==> config.mk <==
export PLATFORM = sky130hd
export DESIGN_NAME = ppm_timer
export DESIGN_NICKNAME = d
export VERILOG_FILES = /design/src/inc/ppm_pkg.sv /design/src/rtl/ppm_timer.sv
export SDC_FILE = /design/constraint.sdc
export NUM_CORES = 1
export LEC_CHECK = 0
export ABC_CLOCK_PERIOD_IN_PS = 2200
export BUFFER_PORTS_ARGS = -buffer_cell sky130_fd_sc_hd__buf_2
export CAP_MARGIN = 20
export CORE_MARGIN = 4
export CORE_UTILIZATION = 30
export CTS_BUF_LIST = sky130_fd_sc_hd__clkbuf_4
export CTS_CLUSTER_SIZE = 30
export DETAILED_ROUTE_END_ITERATION = 7
export PLACE_DENSITY = 0.55
export SETUP_SLACK_MARGIN = 0.5
export SYNTH_ARGS = -nofsm -noshare
export SYNTH_HDL_FRONTEND = slang
export SYNTH_SLANG_ARGS = --single-unit
==> constraint.sdc <==
create_clock -name clk_i -period 2.2 [get_ports clk_i]
set_clock_uncertainty 0.05 [all_clocks]
set_input_delay 0.33 -clock clk_i [delete_from_list [all_inputs] [get_ports clk_i]]
set_output_delay 0.33 -clock clk_i [all_outputs]
set_load 0.01 [all_outputs]
==> src/inc/ppm_pkg.sv <==
// ppm_pkg: register map, field positions, reset values and carriers for the
// pulse period measurement timer. assumes an APB slave with 32-bit data.
package ppm_pkg;
   // ----------------------------------------
   // register byte offsets
   // ----------------------------------------
   localparam logic [7:0] CTRL_OFS = 8'h00;
   localparam logic [7:0] IOC_OFS = 8'h04;
   localparam logic [7:0] MODE_OFS = 8'h08;
   localparam logic [7:0] PRE_OFS = 8'h0C;
   localparam logic [7:0] CNT_OFS = 8'h10;
   // ----------------------------------------
   // control register fields
   // ----------------------------------------
   localparam int CTRL_RUN_BIT = 0;
   localparam int CTRL_ACT_BIT = 1;
   localparam int CTRL_HALT_BIT = 2;
   localparam int CTRL_EDGF_BIT = 4;
   localparam int CTRL_UNDF_BIT = 5;
   // ----------------------------------------
   // io control fields
   // ----------------------------------------
   localparam int IOC_EDGE_BIT = 0;
   localparam int IOC_PIN_BIT = 2;
   localparam int IOC_FLT_LO_BIT = 4;
   localparam int IOC_FLT_HI_BIT = 5;
   // clock select field in the mode register, bits 6:4
   localparam int MODE_CKS_LSB = 4;
   // ----------------------------------------
   // reset values and counts
   // ----------------------------------------
   localparam logic [7:0] PRE_RST = 8'hFF;
   localparam logic [7:0] CNT_RST = 8'hFF;
   localparam logic [2:0] CKS_RST = 3'h0;
   localparam int FILTER_TAPS = 3;
   // ----------------------------------------
   // count clock choices
   // ----------------------------------------
   typedef enum logic [2:0] {
      CKS_DIV1 = 3'h0,
      CKS_DIV8 = 3'h1,
      CKS_OSC = 3'h2,
      CKS_DIV2 = 3'h3,
      CKS_SUB32 = 3'h4
   } ppm_cks_t;
   // ----------------------------------------
   // software configuration carrier
   // ----------------------------------------
   typedef struct packed {
      logic edge_period_select;
      logic input_pin_select;
      logic filter_ctrl_low;
      logic filter_ctrl_high;
      ppm_cks_t clk_sel;
   } ppm_cfg_t;
endpackage : ppm_pkg

==> src/rtl/ppm_timer.sv <==
// ppm_timer: 8-bit prescaler and 8-bit down counter in pulse period
// measurement mode, with an APB register slave.
// assumes clock-tick inputs already synchronous to clk_i, one cycle wide.
//
// Summary of operation
// RULE1: count clock chosen from div1, div2, div8, oscillator or subclock div32.
// RULE2: count down; capture count into read-out buffer at first underflow after edge.
// RULE3: second prescaler underflow after edge reloads main counter and counting goes on.
// RULE4: writing 1 to count_run_request starts counting.
// RULE5: writing 0 to count_run_request, or 1 to forced_halt, stops counting.
// RULE6: interrupt request on main counter underflow or reload.
// RULE7: interrupt request on the selected active edge of the input.
// RULE8: reading main count register returns the read-out buffer.
// RULE9: write while stopped loads both reload register and counter.
// RULE10: write while running still loads both reload register and counter.
// RULE11: edge_period_select 0 measures rising to rising, 1 falling to falling.
// RULE12: input_pin_select chooses between two input pins.
// RULE13: filter_ctrl bits enable the digital filter and choose its sample rate.
// RULE14: source keeps the period above twice the prescaler underflow period.
// RULE15: source keeps high and low phases above one prescaler period.
// RULE16: active_edge_flag sets at second prescaler underflow after an active edge.
// RULE17: buffer held until main count register is read.
// RULE18: unread buffer is not overwritten by a later measurement.
// RULE19: clear edge flag by writing 0 to it and 1 to underflow flag.
// RULE20: clear underflow flag by writing 0 to it and 1 to edge flag.
// RULE21: underflow-reload coinciding with edge sets both flags.
// RULE22: writing 0 clears a flag, writing 1 leaves it unchanged.
// RULE23: software clears both flags before starting after a mode change.
// RULE24: software waits two prescaler periods after start before clearing edge flag.
// RULE25: underflow flag sets on underflow or reload; flags stay until cleared.
//
// Implementation choices: the APB register port and the register offsets.
`timescale 1ns/100ps
module ppm_timer #(
   parameter int CNT_W = 8
) (
   input wire logic clk_i,
   input wire logic rst_n_i,
   input wire logic psel_i,
   input wire logic penable_i,
   input wire logic pwrite_i,
   input wire logic [7:0] paddr_i,
   input wire logic [31:0] pwdata_i,
   input wire logic [3:0] pstrb_i,
   output logic [31:0] prdata_o,
   output logic pready_o,
   output logic pslverr_o,
   input wire logic tick_div2_i,
   input wire logic tick_div8_i,
   input wire logic tick_osc_i,
   input wire logic tick_sub32_i,
   input wire logic measured_input_pin_a_i,
   input wire logic measured_input_pin_b_i,
   output logic irq_o
);
   // ----------------------------------------
   // bus decode
   // ----------------------------------------
   logic wr_en;
   logic rd_en;
   logic addr_ok;
   always_comb begin
      addr_ok = (paddr_i == ppm_pkg::CTRL_OFS) || (paddr_i == ppm_pkg::IOC_OFS) ||
                (paddr_i == ppm_pkg::MODE_OFS) || (paddr_i == ppm_pkg::PRE_OFS) ||
                (paddr_i == ppm_pkg::CNT_OFS);
      wr_en = psel_i && penable_i && pwrite_i && addr_ok && pstrb_i[0];
      rd_en = psel_i && penable_i && !pwrite_i && addr_ok;
   end
   assign pready_o = 1'b1;
   assign pslverr_o = psel_i && penable_i && !addr_ok;

   function automatic logic wr_hit(input logic [7:0] ofs);
      return wr_en && (paddr_i == ofs);
   endfunction : wr_hit

   // ----------------------------------------
   // configuration registers
   // ----------------------------------------
   ppm_pkg::ppm_cfg_t cfg_reg;
   logic run_reg;
   always_ff @(posedge clk_i or negedge rst_n_i) begin
      if (!rst_n_i) begin
         cfg_reg <= '{1'b0, 1'b0, 1'b0, 1'b0, ppm_pkg::ppm_cks_t'(ppm_pkg::CKS_RST)};
      end else begin
         if (wr_hit(ppm_pkg::IOC_OFS)) begin
            // RULE11 edge choice stored
            cfg_reg.edge_period_select <= pwdata_i[ppm_pkg::IOC_EDGE_BIT];
            cfg_reg.input_pin_select <= pwdata_i[ppm_pkg::IOC_PIN_BIT];
            cfg_reg.filter_ctrl_low <= pwdata_i[ppm_pkg::IOC_FLT_LO_BIT];
            cfg_reg.filter_ctrl_high <= pwdata_i[ppm_pkg::IOC_FLT_HI_BIT];
         end
         if (wr_hit(ppm_pkg::MODE_OFS)) begin
            cfg_reg.clk_sel <= ppm_pkg::ppm_cks_t'(pwdata_i[ppm_pkg::MODE_CKS_LSB +: 3]);
         end
      end
   end

   // RULE4 start and RULE5 stop or forced halt
   always_ff @(posedge clk_i or negedge rst_n_i) begin
      if (!rst_n_i) begin
         run_reg <= 1'b0;
      end else if (wr_hit(ppm_pkg::CTRL_OFS)) begin
         run_reg <= pwdata_i[ppm_pkg::CTRL_RUN_BIT] && !pwdata_i[ppm_pkg::CTRL_HALT_BIT];
      end
   end

   // ----------------------------------------
   // count clock select
   // ----------------------------------------
   logic src_tick;
   // RULE1 count clock mux; unlisted codes never tick
   always_comb begin
      unique case (cfg_reg.clk_sel)
         ppm_pkg::CKS_DIV1: src_tick = 1'b1;
         ppm_pkg::CKS_DIV2: src_tick = tick_div2_i;
         ppm_pkg::CKS_DIV8: src_tick = tick_div8_i;
         ppm_pkg::CKS_OSC: src_tick = tick_osc_i;
         ppm_pkg::CKS_SUB32: src_tick = tick_sub32_i;
         default: src_tick = 1'b0;
      endcase
   end
   logic cnt_tick;
   assign cnt_tick = run_reg && src_tick;

   // ----------------------------------------
   // input select, filter and edge detect
   // ----------------------------------------
   logic pin_raw;
   // RULE12 pin choice
   assign pin_raw = cfg_reg.input_pin_select ? measured_input_pin_b_i : measured_input_pin_a_i;
   logic [ppm_pkg::FILTER_TAPS-1:0] flt_sh_reg;
   logic flt_out_reg;
   logic flt_sample;
   logic pin_prev_reg;
   // RULE13 filter off when both bits low; otherwise sample rate by the high bit
   always_comb begin
      if (cfg_reg.filter_ctrl_high) begin
         flt_sample = tick_div8_i;
      end else begin
         flt_sample = cfg_reg.filter_ctrl_low;
      end
   end
   logic flt_en;
   assign flt_en = cfg_reg.filter_ctrl_low || cfg_reg.filter_ctrl_high;
   always_ff @(posedge clk_i or negedge rst_n_i) begin
      if (!rst_n_i) begin
         flt_sh_reg <= '0;
         flt_out_reg <= 1'b0;
      end else if (!flt_en) begin
         flt_sh_reg <= {ppm_pkg::FILTER_TAPS{pin_raw}};
         flt_out_reg <= pin_raw;
      end else if (flt_sample) begin
         flt_sh_reg <= {flt_sh_reg[ppm_pkg::FILTER_TAPS-2:0], pin_raw};
         // level passes only once all taps agree
         if (&flt_sh_reg) begin
            flt_out_reg <= 1'b1;
         end else if (~|flt_sh_reg) begin
            flt_out_reg <= 1'b0;
         end
      end
   end
   always_ff @(posedge clk_i or negedge rst_n_i) begin
      if (!rst_n_i) begin
         pin_prev_reg <= 1'b0;
      end else begin
         pin_prev_reg <= flt_out_reg;
      end
   end
   logic active_edge;
   // RULE11 rising edges when select is 0, falling when 1
   assign active_edge = run_reg && (cfg_reg.edge_period_select ?
                        (pin_prev_reg && !flt_out_reg) : (!pin_prev_reg && flt_out_reg));

   // ----------------------------------------
   // prescaler and main counter
   // ----------------------------------------
   logic [CNT_W-1:0] pre_rld_reg;
   logic [CNT_W-1:0] pre_cnt_reg;
   logic [CNT_W-1:0] cnt_rld_reg;
   logic [CNT_W-1:0] cnt_reg;
   logic pre_unf;
   assign pre_unf = cnt_tick && (pre_cnt_reg == '0);
   // edge tracker: 0 idle, 1 edge seen, 2 first underflow done
   logic [1:0] edge_stage_reg;
   logic capture;
   logic reload_evt;
   logic main_unf;
   // RULE2 capture at first underflow after edge
   assign capture = pre_unf && (edge_stage_reg == 2'd1);
   // RULE3 reload at second underflow after edge
   assign reload_evt = pre_unf && (edge_stage_reg == 2'd2);
   assign main_unf = pre_unf && (cnt_reg == '0) && !reload_evt;

   always_ff @(posedge clk_i or negedge rst_n_i) begin
      if (!rst_n_i) begin
         edge_stage_reg <= 2'd0;
      end else if (!run_reg) begin
         edge_stage_reg <= 2'd0;
      end else if (active_edge && edge_stage_reg == 2'd0) begin
         edge_stage_reg <= 2'd1;
      end else if (capture) begin
         edge_stage_reg <= 2'd2;
      end else if (reload_evt) begin
         edge_stage_reg <= active_edge ? 2'd1 : 2'd0;
      end
   end

   // RULE9 and RULE10 writes land in reload register and counter, stopped or running
   always_ff @(posedge clk_i or negedge rst_n_i) begin
      if (!rst_n_i) begin
         pre_rld_reg <= CNT_W'(ppm_pkg::PRE_RST);
         pre_cnt_reg <= CNT_W'(ppm_pkg::PRE_RST);
      end else if (wr_hit(ppm_pkg::PRE_OFS)) begin
         pre_rld_reg <= pwdata_i[CNT_W-1:0];
         pre_cnt_reg <= pwdata_i[CNT_W-1:0];
      end else if (pre_unf) begin
         pre_cnt_reg <= pre_rld_reg;
      end else if (cnt_tick) begin
         pre_cnt_reg <= pre_cnt_reg - CNT_W'(1);
      end
   end

   always_ff @(posedge clk_i or negedge rst_n_i) begin
      if (!rst_n_i) begin
         cnt_rld_reg <= CNT_W'(ppm_pkg::CNT_RST);
         cnt_reg <= CNT_W'(ppm_pkg::CNT_RST);
      end else if (wr_hit(ppm_pkg::CNT_OFS)) begin
         // RULE10 running write also reaches counter
         cnt_rld_reg <= pwdata_i[CNT_W-1:0];
         cnt_reg <= pwdata_i[CNT_W-1:0];
      end else if (reload_evt || main_unf) begin
         // RULE3 reload and continue down
         cnt_reg <= cnt_rld_reg;
      end else if (pre_unf) begin
         cnt_reg <= cnt_reg - CNT_W'(1);
      end
   end

   // ----------------------------------------
   // read-out buffer
   // ----------------------------------------
   logic [CNT_W-1:0] rbuf_reg;
   logic rbuf_full_reg;
   logic cnt_read;
   assign cnt_read = rd_en && (paddr_i == ppm_pkg::CNT_OFS) &&
                     (prdata_o[CNT_W-1:0] == rbuf_reg);
   always_ff @(posedge clk_i or negedge rst_n_i) begin
      if (!rst_n_i) begin
         rbuf_reg <= '0;
         rbuf_full_reg <= 1'b0;
      end else if (capture && !rbuf_full_reg) begin
         // RULE18 unread result is kept, new one dropped
         rbuf_reg <= cnt_reg;
         rbuf_full_reg <= 1'b1;
      end else if (cnt_read) begin
         // RULE17 held until software reads it
         rbuf_full_reg <= 1'b0;
      end
   end

   // ----------------------------------------
   // flags: set wins over clear
   // ----------------------------------------
   logic edgf_reg;
   logic undf_reg;
   logic ctrl_wr;
   assign ctrl_wr = wr_hit(ppm_pkg::CTRL_OFS);
   always_ff @(posedge clk_i or negedge rst_n_i) begin
      if (!rst_n_i) begin
         edgf_reg <= 1'b0;
         undf_reg <= 1'b0;
      end else begin
         // RULE16 and RULE21 edge flag at second underflow
         if (reload_evt) begin
            edgf_reg <= 1'b1;
         // RULE22 zero clears, one keeps
         end else if (ctrl_wr && !pwdata_i[ppm_pkg::CTRL_EDGF_BIT]) begin
            edgf_reg <= 1'b0;
         end
         // RULE25 and RULE21 underflow flag on underflow or reload
         if (reload_evt || main_unf) begin
            undf_reg <= 1'b1;
         end else if (ctrl_wr && !pwdata_i[ppm_pkg::CTRL_UNDF_BIT]) begin
            undf_reg <= 1'b0;
         end
      end
   end

   // RULE6 and RULE7 interrupt pulse on underflow, reload or active edge
   always_ff @(posedge clk_i or negedge rst_n_i) begin
      if (!rst_n_i) begin
         irq_o <= 1'b0;
      end else begin
         irq_o <= main_unf || reload_evt || active_edge;
      end
   end

   // ----------------------------------------
   // read data
   // ----------------------------------------
   logic [31:0] rd_next;
   always_comb begin
      rd_next = 32'h0000_0000;
      unique case (paddr_i)
         ppm_pkg::CTRL_OFS: begin
            rd_next[ppm_pkg::CTRL_RUN_BIT] = run_reg;
            rd_next[ppm_pkg::CTRL_ACT_BIT] = run_reg;
            rd_next[ppm_pkg::CTRL_EDGF_BIT] = edgf_reg;
            rd_next[ppm_pkg::CTRL_UNDF_BIT] = undf_reg;
         end
         ppm_pkg::IOC_OFS: begin
            rd_next[ppm_pkg::IOC_EDGE_BIT] = cfg_reg.edge_period_select;
            rd_next[ppm_pkg::IOC_PIN_BIT] = cfg_reg.input_pin_select;
            rd_next[ppm_pkg::IOC_FLT_LO_BIT] = cfg_reg.filter_ctrl_low;
            rd_next[ppm_pkg::IOC_FLT_HI_BIT] = cfg_reg.filter_ctrl_high;
         end
         ppm_pkg::MODE_OFS: rd_next[ppm_pkg::MODE_CKS_LSB +: 3] = cfg_reg.clk_sel;
         ppm_pkg::PRE_OFS: rd_next[CNT_W-1:0] = pre_cnt_reg;
         // RULE8 count reads return the buffer
         ppm_pkg::CNT_OFS: rd_next[CNT_W-1:0] = rbuf_reg;
         default: rd_next = 32'h0000_0000;
      endcase
   end
   always_ff @(posedge clk_i or negedge rst_n_i) begin
      if (!rst_n_i) begin
         prdata_o <= 32'h0000_0000;
      end else if (psel_i && !penable_i && !pwrite_i) begin
         prdata_o <= rd_next;
      end
   end
endmodule : ppm_timer

==> flow_summary.json <==
{
  "core_mm2": 0.01262,
  "clkSinkCount": 67,
  "hold_viol": 0,
  "grt_max_degree": 68,
  "vdd_drop_max_mv": 0.2187,
  "required_ns": 2.50,
  "fin_tns_setup_ns": 0,
  "fmax_ghz": 0.4857,
  "yosysTopAreaCell": "dfrtp_1",
  "wl_per_cell_um": 16.82,
  "ys_seq_elements": 67,
  "worstSetupPathType": "reg -> reg",
  "ys_top_cells_by_area": "dfrtp_1, dfstp_2, nand2_1, buf_4, o21ai_0",
  "drtIter0Drc": 260,
  "die_w_um": 121.7,
  "htreeDepth": 3,
  "finalNetCount": 538,
  "hold_path.class": "in -> reg",
  "ios": 90,
  "antenna_found_initial": 1,
  "dieArea_mm2": 0.01480,
  "place_hpwl_um": 7631,
  "synth_ff_type": "dfrtp_1",
  "grt_overflow": 0,
  "ys.warnings.count": 0,
  "routed_via_density": 4.967,
  "ant_nets": 0,
  "fin_cells": 659,
  "area_delta_synth_final_pct": 25.31,
  "synth_area_mm2": 0.003876,
  "portBuffers": 37,
  "cp_top_family": "simple AND/OR/NAND/NOR gates",
  "path_buf_inv": 2,
  "setup_viol": 0,
  "stdcell_area_mm2": 0.004857,
  "endpoint_kind": "flop",
  "place_inst": 620,
  "fin_crit_sh_pct": 93.58,
  "cts-root-buf": "clkbuf_4",
  "drv_cap": 0,
  "yosysUniqueCellTypes": 62,
  "grt_pass1_vias": 3168,
  "rsz0062_at_grt": "yes",
  "cts_buffers": 9,
  "ys_async_sr_fraction_pct": 100.0,
  "power_density_mw_per_mm2": 500.1,
  "avgSynthCellArea_um2": 9.524,
  "drive_gt1_share_pct": 39.92,
  "clock_path_buffers": 2,
  "p_leak_nw": 2.130,
  "rows": 41,
  "synth_seq_area_share_pct": 44.29,
  "fin_crit_ns": 2.059,
  "grt_pass1_wl_um": 17270,
  "initial_utilization_pct": 30.72,
  "routabilityCongestion": 0.8202,
  "drt_first_pass_iters": 4,
  "path_cells": "inv_2 -> ha_4 -> or4b_4 -> nor2_8 -> nand3_4 -> buf_4 -> a211o_1 -> a31oi_1",
  "start_kind": "flop",
  "tritoncts": "done",
  "critPathSlowestCell": "or4b_4",
  "clock_latency_ns": 0.42,
  "outcome": "finished, final reports clean",
  "track_usage_pct": 15.00,
  "synth_edf_count": 0,
  "critPathArrivalTime_ns": 2.36,
  "drv_slew": 0,
  "netlist_instances": 407,
  "cp_max_fo": 16,
  "synth.top_cell.area_share_pct": 22.60,
  "max_stage_delay_ns": 0.50,
  "via_count": 3273,
  "path_clk_slew_ns": 0.11,
  "wl_um": 11080,
  "placed_area_mm2": 0.004394,
  "drcViolationCount": 0,
  "fp.dieH_um": 121.7
}
[Yosys cell counts, drive strengths merged, types with 4 or more instances]
| cell | number |
|---|---|
| dfrtp | 35 |
| nand2 | 67 |
| nor3 | 9 |
| inv | 13 |
| o21ai | 31 |
| dfstp | 32 |
| nor2 | 29 |
| or4 | 6 |
| a21oi | 22 |
| clkbuf | 10 |
| nand3 | 6 |
| xnor2 | 9 |
| nand3b | 6 |
| nand4 | 4 |
| a221oi | 4 |
| buf | 29 |
| mux2i | 9 |
| nor3b | 4 |
| mux2 | 18 |
| a31oi | 8 |
| o31ai | 5 |
[layout by cell type (no fill, tap or decap), types with 9 or more instances in the layout]
cell type,instances
nor2_1,28
mux2_2,10
dfstp_2,32
xnor2_1,9
buf_4,27
a21oi_1,19
o21ai_0,18
buf_2,36
conb_1,25
nand2_2,13
buf_6,10
o21ai_1,13
dfrtp_1,33
clkbuf_4,11
inv_1,11
nand2_1,52
[final timing paths]
path                                 from              to  slack, ns  cells after the start
setup reg to reg           pre_cnt_reg[1]      cnt_reg[5]       0.14                      8
setup / recovery           pre_cnt_reg[1]      cnt_reg[5]       0.14                      8
min in group asynchronous         rst_n_i   flt_sh_reg[1]       0.39                      3
hold / removal                pwdata_i[1]  pre_rld_reg[1]       0.10                      3
max in group asynchronous         rst_n_i      cnt_reg[1]       1.33                      3
hold reg to reg               flt_out_reg    pin_prev_reg       0.38                      0
[routing by layer]
metal	track usage [%]	vias up	share of wire (%)	wire, um
met5	0	-	0	0
met4	4.272	0	0.92	102
met3	2.507	7	6.6	736
met1	21.18	1588	47	5190
li1	-	1574	-	-
met2	23.80	104	46	5053
[through the flow]
step                hold WS, ns  setup WS, ns  util, %  power, mW
global placement         0.3259       0.03710    34.82      1.587
CTS                     0.08289        0.1145    37.28      2.447
finish                   0.1034        0.1413    38.49      2.429
floorplan              -0.01559       0.06845        -      1.498
detailed placement       0.3403       0.01457    34.82      1.593
global route            0.08309       0.06083    38.49      2.539
[worst min-delay path, cell delays in order]
cell     delay, ns
buf_2         0.13
nand2_2       0.07
nand2_1       0.05
[where the power goes]
| part | total [mW] | internal [mW] | switching (mW) |
|---|---|---|---|
| clock | 0.826 | 0.367 | 0.459 |
| sequential | 1.29 | 1.27 | 0.0279 |
| combinational | 0.308 | 0.127 | 0.181 |
[cell type report]
class                   instances  area (um^2)
clock buffers                  11        82.58
inverters                      13        51.30
repair buffers                 76        545.5
fillers                      1288         7762
multi-input cells             314         2187
well taps                     172        215.2
clock inverters                 5        53.80
flip-flops and latches         67         1719
diodes                          1        2.502
[repair_timing]
action,CTS,global route
buffers inserted,11,7
pin swaps,15,12
resized for setup,25,19
hold buffers,1,0
hold endpoints to repair,35,0
cloned,1,2
endpoints found under the setup margin,35,55
[cell families after synthesis]
family                   synth area share [%]
AND/OR/NAND/NOR                         19.75
AO/OA/AOI/OAI                           15.27
flip-flops                              44.29
buffers and inverters                   7.876
multiplexers                            9.490
XOR/XNOR                                2.486
adder cells (fa/ha/maj)                0.6455
other                                  0.1937
(Power assumes the default switching activity.)
